## config.mk

```make
export PLATFORM = sky130hd
export DESIGN_NAME = cfs_status_bank
export DESIGN_NICKNAME = d
export VERILOG_FILES = /design/src/inc/cfs_pkg.sv /design/src/logic/cfs_status_bank.sv /design/src/logic/cfs_cis_mem.sv
export SDC_FILE = /design/constraint.sdc
export NUM_CORES = 1
export LEC_CHECK = 0
export ABC_AREA = 0
export BUFFER_PORTS_ARGS = -buffer_cell sky130_fd_sc_hd__buf_2
export CORE_ASPECT_RATIO = 0.75
export CORE_UTILIZATION = 47
export CTS_CLUSTER_SIZE = 10
export DETAILED_ROUTE_END_ITERATION = 8
export GPL_TIMING_DRIVEN = 0
export PLACE_DENSITY = 0.68
export SETUP_SLACK_MARGIN = 0.15
export SYNTH_ARGS = -nofsm -noshare
export SYNTH_HDL_FRONTEND = slang
export SYNTH_SLANG_ARGS = --single-unit
```

## constraint.sdc

```tcl
create_clock -name clk_i -period 5.4 [get_ports clk_i]
set_input_delay 1.08 -clock clk_i [delete_from_list [all_inputs] [get_ports clk_i]]
set_output_delay 1.08 -clock clk_i [all_outputs]
set_load 0.01 [all_outputs]
```

## src/inc/cfs_pkg.sv

```systemverilog
// constants, offsets and state encoding for the function status register bank
package cfs_pkg;
	localparam int          DATA_W        = 32;
	localparam int          CFG_AW        = 8;
	localparam int          BASE_LSB      = 8;
	// status bank offsets, relative to either base address
	localparam logic [7:0]  OFF_EVENT     = 8'h00;
	localparam logic [7:0]  OFF_MASK      = 8'h04;
	localparam logic [7:0]  OFF_RSTAT     = 8'h08;
	localparam logic [7:0]  OFF_FORCE     = 8'h0C;
	// configuration offsets
	localparam logic [7:0]  CFG_BASE_ONE  = 8'h14;
	localparam logic [7:0]  CFG_BASE_TWO  = 8'h18;
	localparam logic [7:0]  CFG_CIS_PTR   = 8'h28;
	localparam logic [7:0]  CFG_CARD_INFO_AREA  = 8'h80;
	localparam logic [31:0] CIS_PTR_VALUE = 32'h00000080;
	// field positions
	localparam int          BIT_GEN_WAKE  = 4;
	localparam int          BIT_WAKE_MASK = 14;
	localparam int          BIT_INTR      = 15;
	localparam int          NOUSE_HI      = 3;
	// information area size
	localparam int          CIS_AW        = 4;
	localparam int          CIS_WORDS     = 16;
	localparam int          CIS_SEL_LSB   = CIS_AW + 2;
	localparam logic [5:0]  CIS_LAST_BYTE = 6'h3F;
	// two-wire timing: quarter of a bit slot, least time, rounded up
	localparam int          CLK_PERIOD_NS = 10;
	localparam int          TW_QUARTER_NS = 2500;
	localparam int          TW_QUARTER_CYC = (TW_QUARTER_NS + CLK_PERIOD_NS - 1) / CLK_PERIOD_NS;
	localparam int          DIV_W         = 8;
	localparam logic [6:0]  ROM_DEV_ADDR  = 7'h50;
	localparam logic [7:0]  ROM_START     = 8'h00;
	localparam logic [1:0]  PH_SAMPLE     = 2'h2;
	localparam logic [1:0]  PH_LAST       = 2'h3;
	// loader states, gray along the usual path except the repeated start from CFS_SACK to CFS_START
	typedef enum logic [3:0] {
		CFS_IDLE  = 4'h0,
		CFS_START = 4'h1,
		CFS_SEND  = 4'h3,
		CFS_SACK  = 4'h2,
		CFS_READ  = 4'h6,
		CFS_MACK  = 4'h7,
		CFS_STOP  = 4'h5,
		CFS_DONE  = 4'h4
	} cfs_state_e;
endpackage : cfs_pkg

```

## src/logic/cfs_status_bank.sv

```systemverilog
// function status register bank, base registers, info pointer and area loader
// Overview of operation
// The layout here is only presented while the card select input is high.
// Base address registers read zero in bits 7-0 and store bits 31-8.
// Bits 3-0 of all four bank registers always read zero.
// The event register at 0x0 has general wake-up at bit 4 and interrupt at bit 15.
// Reserved bits 14-5 and 31-16 of event and reset-status, and bits 13-5 and 31-16 of mask, read zero.
// The mask register at 0x4 stores bits 4, 14 and 15.
// Mask bits 13-5 always read zero.
// The reset-status register at 0x8 stores bits 4 and 15, all others read zero.
// The force-event register at 0xC takes bits 4 and 15; other bits are unused.
// The info pointer is read-only and returns 0x00000080.
// With card select high the info area is filled from a two-wire serial memory.
// Writes to read-only or unused bits change nothing.
`timescale 1ns/10ps
module cfs_status_bank
	import cfs_pkg::*;
(
	input  wire logic              clk_i,
	input  wire logic              reset_n_i,
	input  wire logic              card_sel_i,
	input  wire logic              cfg_req_i,
	input  wire logic              cfg_wr_i,
	input  wire logic [CFG_AW-1:0] cfg_addr_i,
	input  wire logic [DATA_W-1:0] cfg_wdata_i,
	output logic                   cfg_ack_o,
	output logic      [DATA_W-1:0] cfg_rdata_o,
	input  wire logic              bank_req_i,
	input  wire logic              bank_wr_i,
	input  wire logic [DATA_W-1:0] bank_addr_i,
	input  wire logic [DATA_W-1:0] bank_wdata_i,
	output logic                   bank_ack_o,
	output logic      [DATA_W-1:0] bank_rdata_o,
	input  wire logic              wake_event_i,
	input  wire logic              intr_event_i,
	output logic                   rom_scl_o,
	input  wire logic              rom_sda_i,
	output logic                   rom_sda_o,
	output logic                   rom_sda_oe_o,
	output logic                   cis_loaded_o
);
	localparam int BW = DATA_W - BASE_LSB;

	logic [BW-1:0] base_one_ff, base_two_ff, nxt_base_one, nxt_base_two;
	logic ev_wake_ff, ev_intr_ff, mk_gw_ff, mk_wk_ff, mk_in_ff, rs_gw_ff, rs_in_ff;
	logic nxt_ev_wake, nxt_ev_intr, nxt_mk_gw, nxt_mk_wk, nxt_mk_in, nxt_rs_gw, nxt_rs_in;
	logic bank_hit, bank_wr, cfg_wr;
	logic [7:0] bank_off;
	logic bank_ack_ff, cfg_p1_ff, cfg_ack_ff, cis_rd_ff;
	logic [DATA_W-1:0] bank_rdata_ff, nxt_bank_rdata, p1_rdata_ff, nxt_p1_rdata;
	logic [DATA_W-1:0] cfg_rdata_ff, nxt_cfg_rdata, mem_rdata;
	logic cis_sel;

	// place the three live bit positions of a bank register
	function automatic logic [DATA_W-1:0] fld(input logic b15, input logic b14, input logic b4);
		logic [DATA_W-1:0] v;
		v = '0;
		v[BIT_INTR]      = b15;
		v[BIT_WAKE_MASK] = b14;
		v[BIT_GEN_WAKE]  = b4;
		return v;
	endfunction : fld

	// bank decode against either base
	assign bank_off = bank_addr_i[7:0];
	assign bank_hit = bank_req_i & card_sel_i &
	                  ((bank_addr_i[DATA_W-1:BASE_LSB] == base_one_ff) |
	                   (bank_addr_i[DATA_W-1:BASE_LSB] == base_two_ff));
	assign bank_wr  = bank_hit & bank_wr_i;
	assign cfg_wr   = cfg_req_i & cfg_wr_i & card_sel_i;
	assign cis_sel  = cfg_addr_i[CFG_AW-1:CIS_SEL_LSB] == CFG_CARD_INFO_AREA[CFG_AW-1:CIS_SEL_LSB];

	// register next values: software writes, hardware events win over clears
	always_comb begin
		nxt_base_one = base_one_ff;
		nxt_base_two = base_two_ff;
		nxt_ev_wake  = ev_wake_ff;
		nxt_ev_intr  = ev_intr_ff;
		nxt_mk_gw    = mk_gw_ff;
		nxt_mk_wk    = mk_wk_ff;
		nxt_mk_in    = mk_in_ff;
		nxt_rs_gw    = rs_gw_ff;
		nxt_rs_in    = rs_in_ff;
		if (cfg_wr && cfg_addr_i == CFG_BASE_ONE) begin
			nxt_base_one = cfg_wdata_i[DATA_W-1:BASE_LSB];
		end
		if (cfg_wr && cfg_addr_i == CFG_BASE_TWO) begin
			nxt_base_two = cfg_wdata_i[DATA_W-1:BASE_LSB];
		end
		if (bank_wr && bank_off == OFF_EVENT) begin
			// writing one clears a recorded event
			nxt_ev_wake = ev_wake_ff & ~bank_wdata_i[BIT_GEN_WAKE];
			nxt_ev_intr = ev_intr_ff & ~bank_wdata_i[BIT_INTR];
		end
		if (bank_wr && bank_off == OFF_MASK) begin
			nxt_mk_gw = bank_wdata_i[BIT_GEN_WAKE];
			nxt_mk_wk = bank_wdata_i[BIT_WAKE_MASK];
			nxt_mk_in = bank_wdata_i[BIT_INTR];
		end
		if (bank_wr && bank_off == OFF_RSTAT) begin
			nxt_rs_gw = bank_wdata_i[BIT_GEN_WAKE];
			nxt_rs_in = bank_wdata_i[BIT_INTR];
		end
		if (wake_event_i || (bank_wr && bank_off == OFF_FORCE && bank_wdata_i[BIT_GEN_WAKE])) begin
			nxt_ev_wake = 1'b1;
		end
		if (intr_event_i || (bank_wr && bank_off == OFF_FORCE && bank_wdata_i[BIT_INTR])) begin
			nxt_ev_intr = 1'b1;
		end
	end

	always_ff @(posedge clk_i or negedge reset_n_i) begin
		if (!reset_n_i) begin
			base_one_ff <= '0;
			base_two_ff <= '0;
			{ev_wake_ff, ev_intr_ff, mk_gw_ff, mk_wk_ff, mk_in_ff, rs_gw_ff, rs_in_ff} <= '0;
		end else begin
			base_one_ff <= nxt_base_one;
			base_two_ff <= nxt_base_two;
			{ev_wake_ff, ev_intr_ff, mk_gw_ff, mk_wk_ff, mk_in_ff, rs_gw_ff, rs_in_ff} <=
				{nxt_ev_wake, nxt_ev_intr, nxt_mk_gw, nxt_mk_wk, nxt_mk_in, nxt_rs_gw, nxt_rs_in};
		end
	end

	// bank read data; unused and reserved bits are never stored
	always_comb begin
		nxt_bank_rdata = '0;
		case (bank_off)
			OFF_EVENT: nxt_bank_rdata = fld(ev_intr_ff, 1'b0, ev_wake_ff);
			OFF_MASK:  nxt_bank_rdata = fld(mk_in_ff, mk_wk_ff, mk_gw_ff);
			OFF_RSTAT: nxt_bank_rdata = fld(rs_in_ff, 1'b0, rs_gw_ff);
			default:   nxt_bank_rdata = '0;
		endcase
		if (!bank_hit || bank_wr_i) begin
			nxt_bank_rdata = '0;
		end
	end

	// config read path, stage one picks the register
	always_comb begin
		nxt_p1_rdata = '0;
		if (card_sel_i && !cfg_wr_i) begin
			case (cfg_addr_i)
				CFG_BASE_ONE: nxt_p1_rdata = {base_one_ff, 8'h00};
				CFG_BASE_TWO: nxt_p1_rdata = {base_two_ff, 8'h00};
				CFG_CIS_PTR:  nxt_p1_rdata = CIS_PTR_VALUE;
				default:      nxt_p1_rdata = '0;
			endcase
		end
		nxt_cfg_rdata = cis_rd_ff ? mem_rdata : p1_rdata_ff;
	end

	always_ff @(posedge clk_i or negedge reset_n_i) begin
		if (!reset_n_i) begin
			bank_ack_ff   <= 1'b0;
			bank_rdata_ff <= '0;
			cfg_p1_ff     <= 1'b0;
			cis_rd_ff     <= 1'b0;
			p1_rdata_ff   <= '0;
			cfg_ack_ff    <= 1'b0;
			cfg_rdata_ff  <= '0;
		end else begin
			bank_ack_ff   <= bank_hit;
			bank_rdata_ff <= nxt_bank_rdata;
			cfg_p1_ff     <= cfg_req_i;
			cis_rd_ff     <= cfg_req_i & !cfg_wr_i & card_sel_i & cis_sel & cis_loaded_o;
			p1_rdata_ff   <= nxt_p1_rdata;
			cfg_ack_ff    <= cfg_p1_ff;
			cfg_rdata_ff  <= nxt_cfg_rdata;
		end
	end

	assign bank_ack_o   = bank_ack_ff;
	assign bank_rdata_o = bank_rdata_ff;
	assign cfg_ack_o    = cfg_ack_ff;
	assign cfg_rdata_o  = cfg_rdata_ff;

	// two-wire loader for the information area
	cfs_state_e state_ff, nxt_state;
	logic [DIV_W-1:0] div_ff, nxt_div;
	logic [1:0] ph_ff, nxt_ph, step_ff, nxt_step;
	logic [2:0] bit_ff, nxt_bit;
	logic [5:0] byte_ff, nxt_byte;
	logic [7:0] sh_ff, nxt_sh;
	logic [31:0] word_ff, nxt_word;
	logic scl_ff, nxt_scl, sda_oe_ff, nxt_sda_oe, nack_ff, nxt_nack, ld_ff, nxt_ld;
	logic tick, slot_end, sample, mem_we;

	assign tick     = div_ff == DIV_W'(TW_QUARTER_CYC - 1);
	assign slot_end = tick && ph_ff == PH_LAST;
	assign sample   = tick && ph_ff == PH_SAMPLE;

	always_comb begin
		nxt_div    = tick ? '0 : div_ff + 1'b1;
		nxt_ph     = tick ? ph_ff + 1'b1 : ph_ff;
		nxt_state  = state_ff;
		nxt_step   = step_ff;
		nxt_bit    = bit_ff;
		nxt_byte   = byte_ff;
		nxt_sh     = sh_ff;
		nxt_word   = word_ff;
		nxt_nack   = nack_ff;
		nxt_ld     = ld_ff;
		nxt_scl    = 1'b1;
		nxt_sda_oe = 1'b0;
		mem_we     = 1'b0;
		case (state_ff)
			CFS_IDLE: begin
				if (slot_end && card_sel_i) begin
					nxt_state = CFS_START;
				end
			end
			CFS_START: begin
				nxt_scl    = ph_ff != 2'h0;
				nxt_sda_oe = ph_ff >= PH_SAMPLE;
				if (slot_end) begin
					nxt_sh    = {ROM_DEV_ADDR, step_ff[1]};
					nxt_bit   = '0;
					nxt_state = CFS_SEND;
				end
			end
			CFS_SEND: begin
				nxt_scl    = ph_ff >= PH_SAMPLE;
				nxt_sda_oe = ~sh_ff[7];
				if (slot_end) begin
					nxt_sh  = {sh_ff[6:0], 1'b0};
					nxt_bit = bit_ff + 1'b1;
					if (bit_ff == 3'h7) begin
						nxt_state = CFS_SACK;
					end
				end
			end
			CFS_SACK: begin
				nxt_scl = ph_ff >= PH_SAMPLE;
				if (sample) begin
					nxt_nack = rom_sda_i;
				end
				if (slot_end) begin
					if (nack_ff) begin
						nxt_state = CFS_STOP;
					end else if (step_ff == 2'h0) begin
						nxt_sh    = ROM_START;
						nxt_step  = 2'h1;
						nxt_state = CFS_SEND;
					end else if (step_ff == 2'h1) begin
						nxt_step  = 2'h2;
						nxt_state = CFS_START;
					end else begin
						nxt_byte  = '0;
						nxt_state = CFS_READ;
					end
				end
			end
			CFS_READ: begin
				nxt_scl = ph_ff >= PH_SAMPLE;
				if (sample) begin
					nxt_sh = {sh_ff[6:0], rom_sda_i};
				end
				if (slot_end) begin
					nxt_bit = bit_ff + 1'b1;
					if (bit_ff == 3'h7) begin
						nxt_state = CFS_MACK;
					end
				end
			end
			CFS_MACK: begin
				nxt_scl    = ph_ff >= PH_SAMPLE;
				nxt_sda_oe = byte_ff != CIS_LAST_BYTE;  // nack ends the read
				if (slot_end) begin
					nxt_word = {sh_ff, word_ff[31:8]};
					mem_we   = byte_ff[1:0] == 2'h3;
					nxt_byte = byte_ff + 1'b1;
					nxt_state = (byte_ff == CIS_LAST_BYTE) ? CFS_STOP : CFS_READ;
				end
			end
			CFS_STOP: begin
				nxt_scl    = ph_ff >= PH_SAMPLE;  // data goes low while the clock is low
				nxt_sda_oe = ph_ff != PH_LAST;
				if (slot_end) begin
					nxt_ld    = 1'b1;
					nxt_state = CFS_DONE;
				end
			end
			CFS_DONE: nxt_state = CFS_DONE;
			default:  nxt_state = CFS_IDLE;
		endcase
		// data holds through the falling clock, never moves on the same edge
		if (ph_ff == 2'h0) begin
			nxt_sda_oe = sda_oe_ff;
		end
	end

	always_ff @(posedge clk_i or negedge reset_n_i) begin
		if (!reset_n_i) begin
			state_ff  <= CFS_IDLE;
			div_ff    <= '0;
			ph_ff     <= '0;
			step_ff   <= '0;
			bit_ff    <= '0;
			byte_ff   <= '0;
			sh_ff     <= '0;
			word_ff   <= '0;
			nack_ff   <= 1'b0;
			ld_ff     <= 1'b0;
			scl_ff    <= 1'b1;
			sda_oe_ff <= 1'b0;
		end else begin
			state_ff  <= nxt_state;
			div_ff    <= nxt_div;
			ph_ff     <= nxt_ph;
			step_ff   <= nxt_step;
			bit_ff    <= nxt_bit;
			byte_ff   <= nxt_byte;
			sh_ff     <= nxt_sh;
			word_ff   <= nxt_word;
			nack_ff   <= nxt_nack;
			ld_ff     <= nxt_ld;
			scl_ff    <= nxt_scl;
			sda_oe_ff <= nxt_sda_oe;
		end
	end

	assign rom_scl_o    = scl_ff;
	assign rom_sda_o    = 1'b0;  // open drain, only ever pulls low
	assign rom_sda_oe_o = sda_oe_ff;
	assign cis_loaded_o = ld_ff;

	cfs_cis_mem u_mem (
		.clk_i   (clk_i),
		.we_i    (mem_we),
		.waddr_i (byte_ff[5:2]),
		.wdata_i ({sh_ff, word_ff[31:8]}),
		.raddr_i (cfg_addr_i[CIS_SEL_LSB-1:2]),
		.rdata_o (mem_rdata)
	);
endmodule : cfs_status_bank

```

## src/logic/cfs_cis_mem.sv

```systemverilog
// information area storage, one write port and a registered read port
`timescale 1ns/10ps
module cfs_cis_mem
	import cfs_pkg::*;
(
	input  wire logic              clk_i,
	input  wire logic              we_i,
	input  wire logic [CIS_AW-1:0] waddr_i,
	input  wire logic [31:0]       wdata_i,
	input  wire logic [CIS_AW-1:0] raddr_i,
	output logic      [31:0]       rdata_o
);
	logic [31:0] mem [CIS_WORDS];
	logic [31:0] rdata_ff;

	// write from the loader, read data out of a register
	always_ff @(posedge clk_i) begin
		if (we_i) begin
			mem[waddr_i] <= wdata_i;
		end
		rdata_ff <= mem[raddr_i];
	end

	assign rdata_o = rdata_ff;
endmodule : cfs_cis_mem

```

Word level (Yosys, flattened, before mapping)
Memory sizes are Yosys's and may differ from the RTL's. A register that Yosys moved wholly into a read port is not among the register bits. Cells that the tools add are included.

Add/sub/neg operators: 4. Multiply operators: 0. Divide/modulo/power cells: 0. Magnitude comparators: 1. Equal/unequal tests: 40. Shift operators: 0. Muxes and demuxes: 48. Bitwise logic cells: 16. Reductions and logical operators: 38.

Operator list (number): $mux 32 (3); $pmux 32 s3 (1); $mux 8 (7); $eq 24x24->1 (2); $pmux 16 s3 (1); $mux 4 (9); $pmux 4 s8 (1); $pmux 8 s4 (1); $mux 6 (5); $ne 2x2->1 const B (15); $eq 4x3->1 const B (4); $eq 8x4->1 const B (2); $eq 8x5->1 const B (2); $mux 3 (5); $logic_and 1x1->1 (12); $pmux 6 s2 (1); $reduce_bool 2->1 (6); $and 1x1->1 (11); $reduce_and 9->1 (1); $add 8x1->8 const B (1); $eq 2x2->1 const B (4); $eq 4x2->1 const B (2); $eq 8x3->1 const B (1); $eq 8x6->1 const B (1); 31 further kinds (49).

Flip-flop bits (word level): 224. Latch bits: 0. Memory bits (writable): 512. ROM bits: 0. Input port bits: 114. Output and inout bits: 70. Logic and storage cells: 176. Memories: 1.

Memories: u_mem.mem (words 16, bits a word 32, rd ports 1, clocked after Yosys merged registers in 1, wr ports 1, RTL line cfs_cis_mem.sv:13) `logic [31:0] mem [CIS_WORDS];`.

Longest topological paths before layout
Depth in word-level cells: 8. Gate-level depth with buffers: 9. Mapped depth without buffers: 8.

Hierarchy
Synthesis repeated with hierarchy kept, for this count alone.

Cells, all modules: 1565. Area, all modules: 28059.4 um^2.

Modules (own cells, without submodules): cfs_cis_mem (instances 1, cells each 838, area each 19835.3 um^2, seq. area each 16015.4 um^2); cfs_status_bank (instances 1, cells each 727, area each 8224.1 um^2, seq. area each 4480.5 um^2).

Worst setup path before layout
OpenSTA, ideal clock, no wires.

Kind: register to register. Start: register div_ff[1]. End: memory u_mem.mem[11][0], enable pin. Library setup time: 0.501 ns. Arrival: 4.598 ns. Required time: 4.899 ns. Slack: 0.301 ns. Cell stages (with the launch flop): 9. Buffers on the path: 2. Clock period less this slack: 5.099 ns. Cell sequence: dfrtp_1 -> inv_1 -> ha_1 -> and4b_1 -> and3_1 -> nand2b_1 -> clkbuf_1 -> clkbuf_1 -> nor4_1.

Cells in the longest elaborated chain, start to end: 6.

RTL lines: start: declaration (RTL line cfs_status_bank.sv:180) `logic [DIV_W-1:0] div_ff, nxt_div;`; start signal: assignment (RTL line cfs_status_bank.sv:309) `div_ff <= nxt_div;`; $eq 8x8->1 (RTL line cfs_status_bank.sv:189) `assign tick = div_ff == DIV_W'(TW_QUARTER_CYC - 1);`; $logic_and 1x1->1 (RTL line cfs_status_bank.sv:190) `assign slot_end = tick && ph_ff == PH_LAST;`; $mux 1 (RTL line cfs_status_bank.sv:269) `if (slot_end) begin`; $mux 1 (RTL line cfs_status_bank.sv:207) `case (state_ff)`; $mux 1 (RTL line cfs_cis_mem.sv:18) `if (we_i) begin`; $mux 1 (implied by the code) (RTL line cfs_cis_mem.sv:19) `mem[waddr_i] <= wdata_i;`; end: declaration (RTL line cfs_cis_mem.sv:13).

Every way passes these cells.

Worst setup path in the final report
Start: register state_ff[2]. End: memory u_mem.mem[11][9], enable pin.

Cells in the longest elaborated chain, start to end: 4.

RTL lines: start: declaration (RTL line cfs_status_bank.sv:179) `cfs_state_e state_ff, nxt_state;`; start signal: assignment (RTL line cfs_status_bank.sv:308) `state_ff <= nxt_state;`; $eq 4x3->1 (RTL line cfs_status_bank.sv:207); $mux 1 (RTL line cfs_status_bank.sv:207); $mux 1 (RTL line cfs_cis_mem.sv:18); $mux 1 (implied by the code) (RTL line cfs_cis_mem.sv:19).

Every way passes these cells.

==> results.py <==
metrics = {
    "critical_path": {
        "worst_ep_arrival_time_ns": 4.28,
        "reg2reg_depth": 9,
        "slowest_stage": "nor4_2",
        "crit_family": "buffers and inverters",
        "end_kind": "register",
        "rr_endpoint": "u_mem.mem[11][9]",
        "worst-setup-path-type": "reg -> reg",
        "crit_fanout": 10,
        "r2r_setup_slack_ns": 1.43,
        "critPathMaxStageDelay_ns": 0.94,
        "cp_num_buf_inv": 6,
        "cp_cell_sequence": "clkbuf_1 > nand3_1 > nand2b_1 > clkbuf_1 > clkbuf_1 > nor4_2 > buf_4 > buf_4 > buf_4",
        "cp-start-kind": "register",
        "cp.required_ns": 5.70,
        "r2r-start": "state_ff[2]",
    },
    "placed_design": {
        "placed_area_um2": 30500,
        "gp_congestion": 0.841,
        "hpwl_um": 43800,
        "place_ws_ns": 1.28,
        "io_buffers": 112,
    },
    "global_routing": {
        "antenna_found_initial": 2,
        "grt_pass1_wl_um": 96700,
        "grt_use_met3_pct": 3.88,
        "grt_overflow": 0,
        "grt_pass1_vias": 15013,
        "grt-busiest-layer": "met2",
        "grt_use_met2_pct": 33.9,
        "grtUsageTotal_pct": 21.9,
        "grt_max_degree": 122,
        "grtUsageMet1_pct": 32.8,
    },
    "pwr": {
        "power_density_nw_per_um2": 340,
        "vdd_drop_max_uv": 198,
        "leakagePower_nw": 10.9,
    },
    "routing": {
        "routed_wl_um": 65700,
        "vias": 14912,
        "drtPass1Iterations": 7,
        "viasPerCell": 5.69,
        "drc_errors": 0,
        "drtIter0Drc": 1885,
        "avgRoutedWirePerCell_um": 25.1,
        "antenna_left": 0,
    },
    "floorplanning": {
        "fp-row-count": 77,
        "die_width_um": 284,
        "num_io_pins": 184,
        "die_area_um2": 60600,
        "initial_core_util_pct": 47.5,
        "core_area_um2": 59000,
        "fp.dieH_um": 214,
    },
    "timing": {
        "maxSlewViolCount": 0,
        "worst_pin_slew_ns": 1.24,
        "timing.final.crit_share_pct": 73.6,
        "finalClockSkew_ns": 0.0280,
        "timing.fmax_ghz": 0.252,
        "finalSetupTns_ns": 0,
        "setup_ws_ns": 1.43,
        "hold_viol": 0,
        "finalCriticalPeriod_ns": 3.97,
        "rsz0062_at_grt": "false",
        "slew-limit-headroom_pct": 17.5,
        "finalSetupViolCount": 0,
    },
    "cts": {
        "cts.sinks": 723,
        "cts_root_buffer": "clkbuf_16",
        "clockBufferDepth": 3,
        "cts_resized": 0,
        "cts_buffers": 82,
        "h-tree-depth": 3,
        "ctsHoldBuffers": 0,
        "clock_latency_ns": 0.62,
        "cts_tree": "yes",
        "clk_pin_slew_ns": 0.06,
        "post_cts_buffers": 0,
    },
    "min_path": {
        "min_from": "cfg_p1_ff",
        "holdCritPathClass": "reg -> reg",
        "worstHoldPathCells": 0,
        "min_to": "cfg_ack_o",
    },
    "yosys": {
        "syn_inst": 1482,
        "ys_async_sr_fraction_pct": 24.8,
        "ys_seq_area_share_pct": 73.1,
        "synthMuxAreaShare_pct": 16.4,
        "postSynthAreaPerCell_um2": 18.9,
        "synth_cell_types": 60,
        "synthFlopType": "edfxtp_1",
        "ys_warn_count": 0,
        "syn-cell-area_um2": 28000,
        "synth_compound_area_share_pct": 2.13,
        "synth_xor_area_share_pct": 1.69,
        "synth-simple-area-share_pct": 4.29,
        "synth_edf_count": 512,
        "synth_top_family_by_area": "multiplexers",
        "synth-seq-cells": 723,
        "synth.area.top_cells": "edfxtp_1 55%, dfrtp_1 16%, mux4_2 13%",
        "yosysTopAreaCellShare_pct": 54.8,
        "synth_top_cell_by_area": "edfxtp_1",
        "synthAdderAreaFrac_pct": 0.357,
    },
    "layout": {
        "nets": 1888,
        "layout-drive-gt1-share_pct": 28.7,
        "synthToLayoutAreaGrowth_pct": 17.3,
        "insertedDiodeCount": 0,
        "final_cell_area_um2": 32900,
    },
    "run": {
        "maxCapViolations": 0,
    },
    "outcome": {
        "status": "complete, no violations",
    },
}
worst max-delay path by stage:
stage	from	endpoint	slack [ns]	cells after the start
2_1_floorplan	div_ff[1]	u_mem.mem[11][0]	0.30	8
3_3_place_gp	state_ff[2]	u_mem.mem[11][12]	-4.56	6
3_5_place_dp	cfg_addr_i[2]	u_mem.rdata_o[27]	1.28	5
4_1_cts	state_ff[2]	u_mem.mem[11][9]	1.46	9
5_1_grt	state_ff[2]	u_mem.mem[11][9]	1.24	9
6_report	state_ff[2]	u_mem.mem[11][9]	1.43	9
power breakdown:
part           total (mW)  switching (mW)  internal, mW  leakage [nW]
sequential           5.90         0.00618          5.89          6.32
clock                5.01            2.09          2.92          1.14
combinational       0.279           0.173         0.105          3.45
total                11.2            2.27          8.92          10.9
synthesized netlist by cell type, drive strengths merged (4+ instances only):
cell    number
nor3        18
inv          8
o21ai       23
xor2        50
a22oi       26
ha           8
dfxtp       32
clkbuf      40
nor2        49
nor4        12
a31oi        4
nand4        8
edfxtp     512
buf         62
mux4       161
nor2b        4
dfrtp      178
nand3       14
and2         8
nand2      104
nor4b        4
a21oi       13
nand2b       8
mux2        84
xnor2        4
metal layers:
metal  up-vias  routed length [um]
met5         -                  13
met2       643               31100
met1      7836               28600
li1       6348                   -
met4         2                 992
met3        83                5050
cell type report:
type                    instances  area (um2)
clock inverters                 6        71.3
well taps                     790         988
plain buffers                 102         529
inverters                       8        30.0
repair buffers                171        1240
clock buffers                 143        2330
multi-input cells             678        7180
fillers                      4450       26100
flip-flops and latches        723       20500
registers in the layout, indices dropped and copies added (netlist names), 2 cells and up:
name	count
bank_rdata_o	3
base_one_ff	24
base_two_ff	24
bit_ff	3
byte_ff	6
cfg_rdata_o	32
div_ff	8
p1_rdata_ff	25
ph_ff	2
sh_ff	8
state_ff	3
step_ff	2
u_mem.mem	512
u_mem.rdata_o	32
word_ff	24
worst register-to-register path, cell delays in order, from the launching register on:
cell,delay [ns]
dfrtp_1,0.31
clkbuf_1,0.36
nand3_1,0.31
nand2b_1,0.23
clkbuf_1,0.35
clkbuf_1,0.42
nor4_2,0.95
buf_4,0.34
buf_4,0.20
buf_4,0.19
cells by family (layout without fill, tap and decap cells):
group	Yosys count	count (layout)
compound gates	90	90
xor+xnor	54	54
fa+ha+maj	8	8
buf+inv	110	430
flops	723	723
mux	248	248
other cells	1	30
simple gates	248	248
per-stage QoR:
step / total power [mW] / util [%] / hold slack [ns] / instances
6_report: 11.2 / 55.7 / 0.357 / 2621
5_1_grt: 11.5 / 55.7 / 0.361 / 2621
4_1_cts: 11.3 / 55.7 / 0.352 / 2621
3_5_place_dp: 6.29 / 51.7 / 0.349 / 2472
3_3_place_gp: 6.28 / 50.4 / 0.333 / 2413
2_1_floorplan: 6.16 / - / 0.331 / 1511
cells in the final DEF, fill, tap and decap left out, types with 13 or more instances in the layout:
cell	instances
a21oi_1	13
a22oi_1	26
buf_1	17
buf_2	123
buf_4	48
buf_6	36
clkbuf_1	98
clkbuf_16	84
conb_1	30
dfrtp_1	178
dfxtp_1	32
edfxtp_1	512
mux2_1	50
mux2_2	34
mux4_2	161
nand2_1	104
nand3_1	14
nor2_1	44
o21ai_0	15
xor2_1	50
Power figures use the tool's default switching activity.
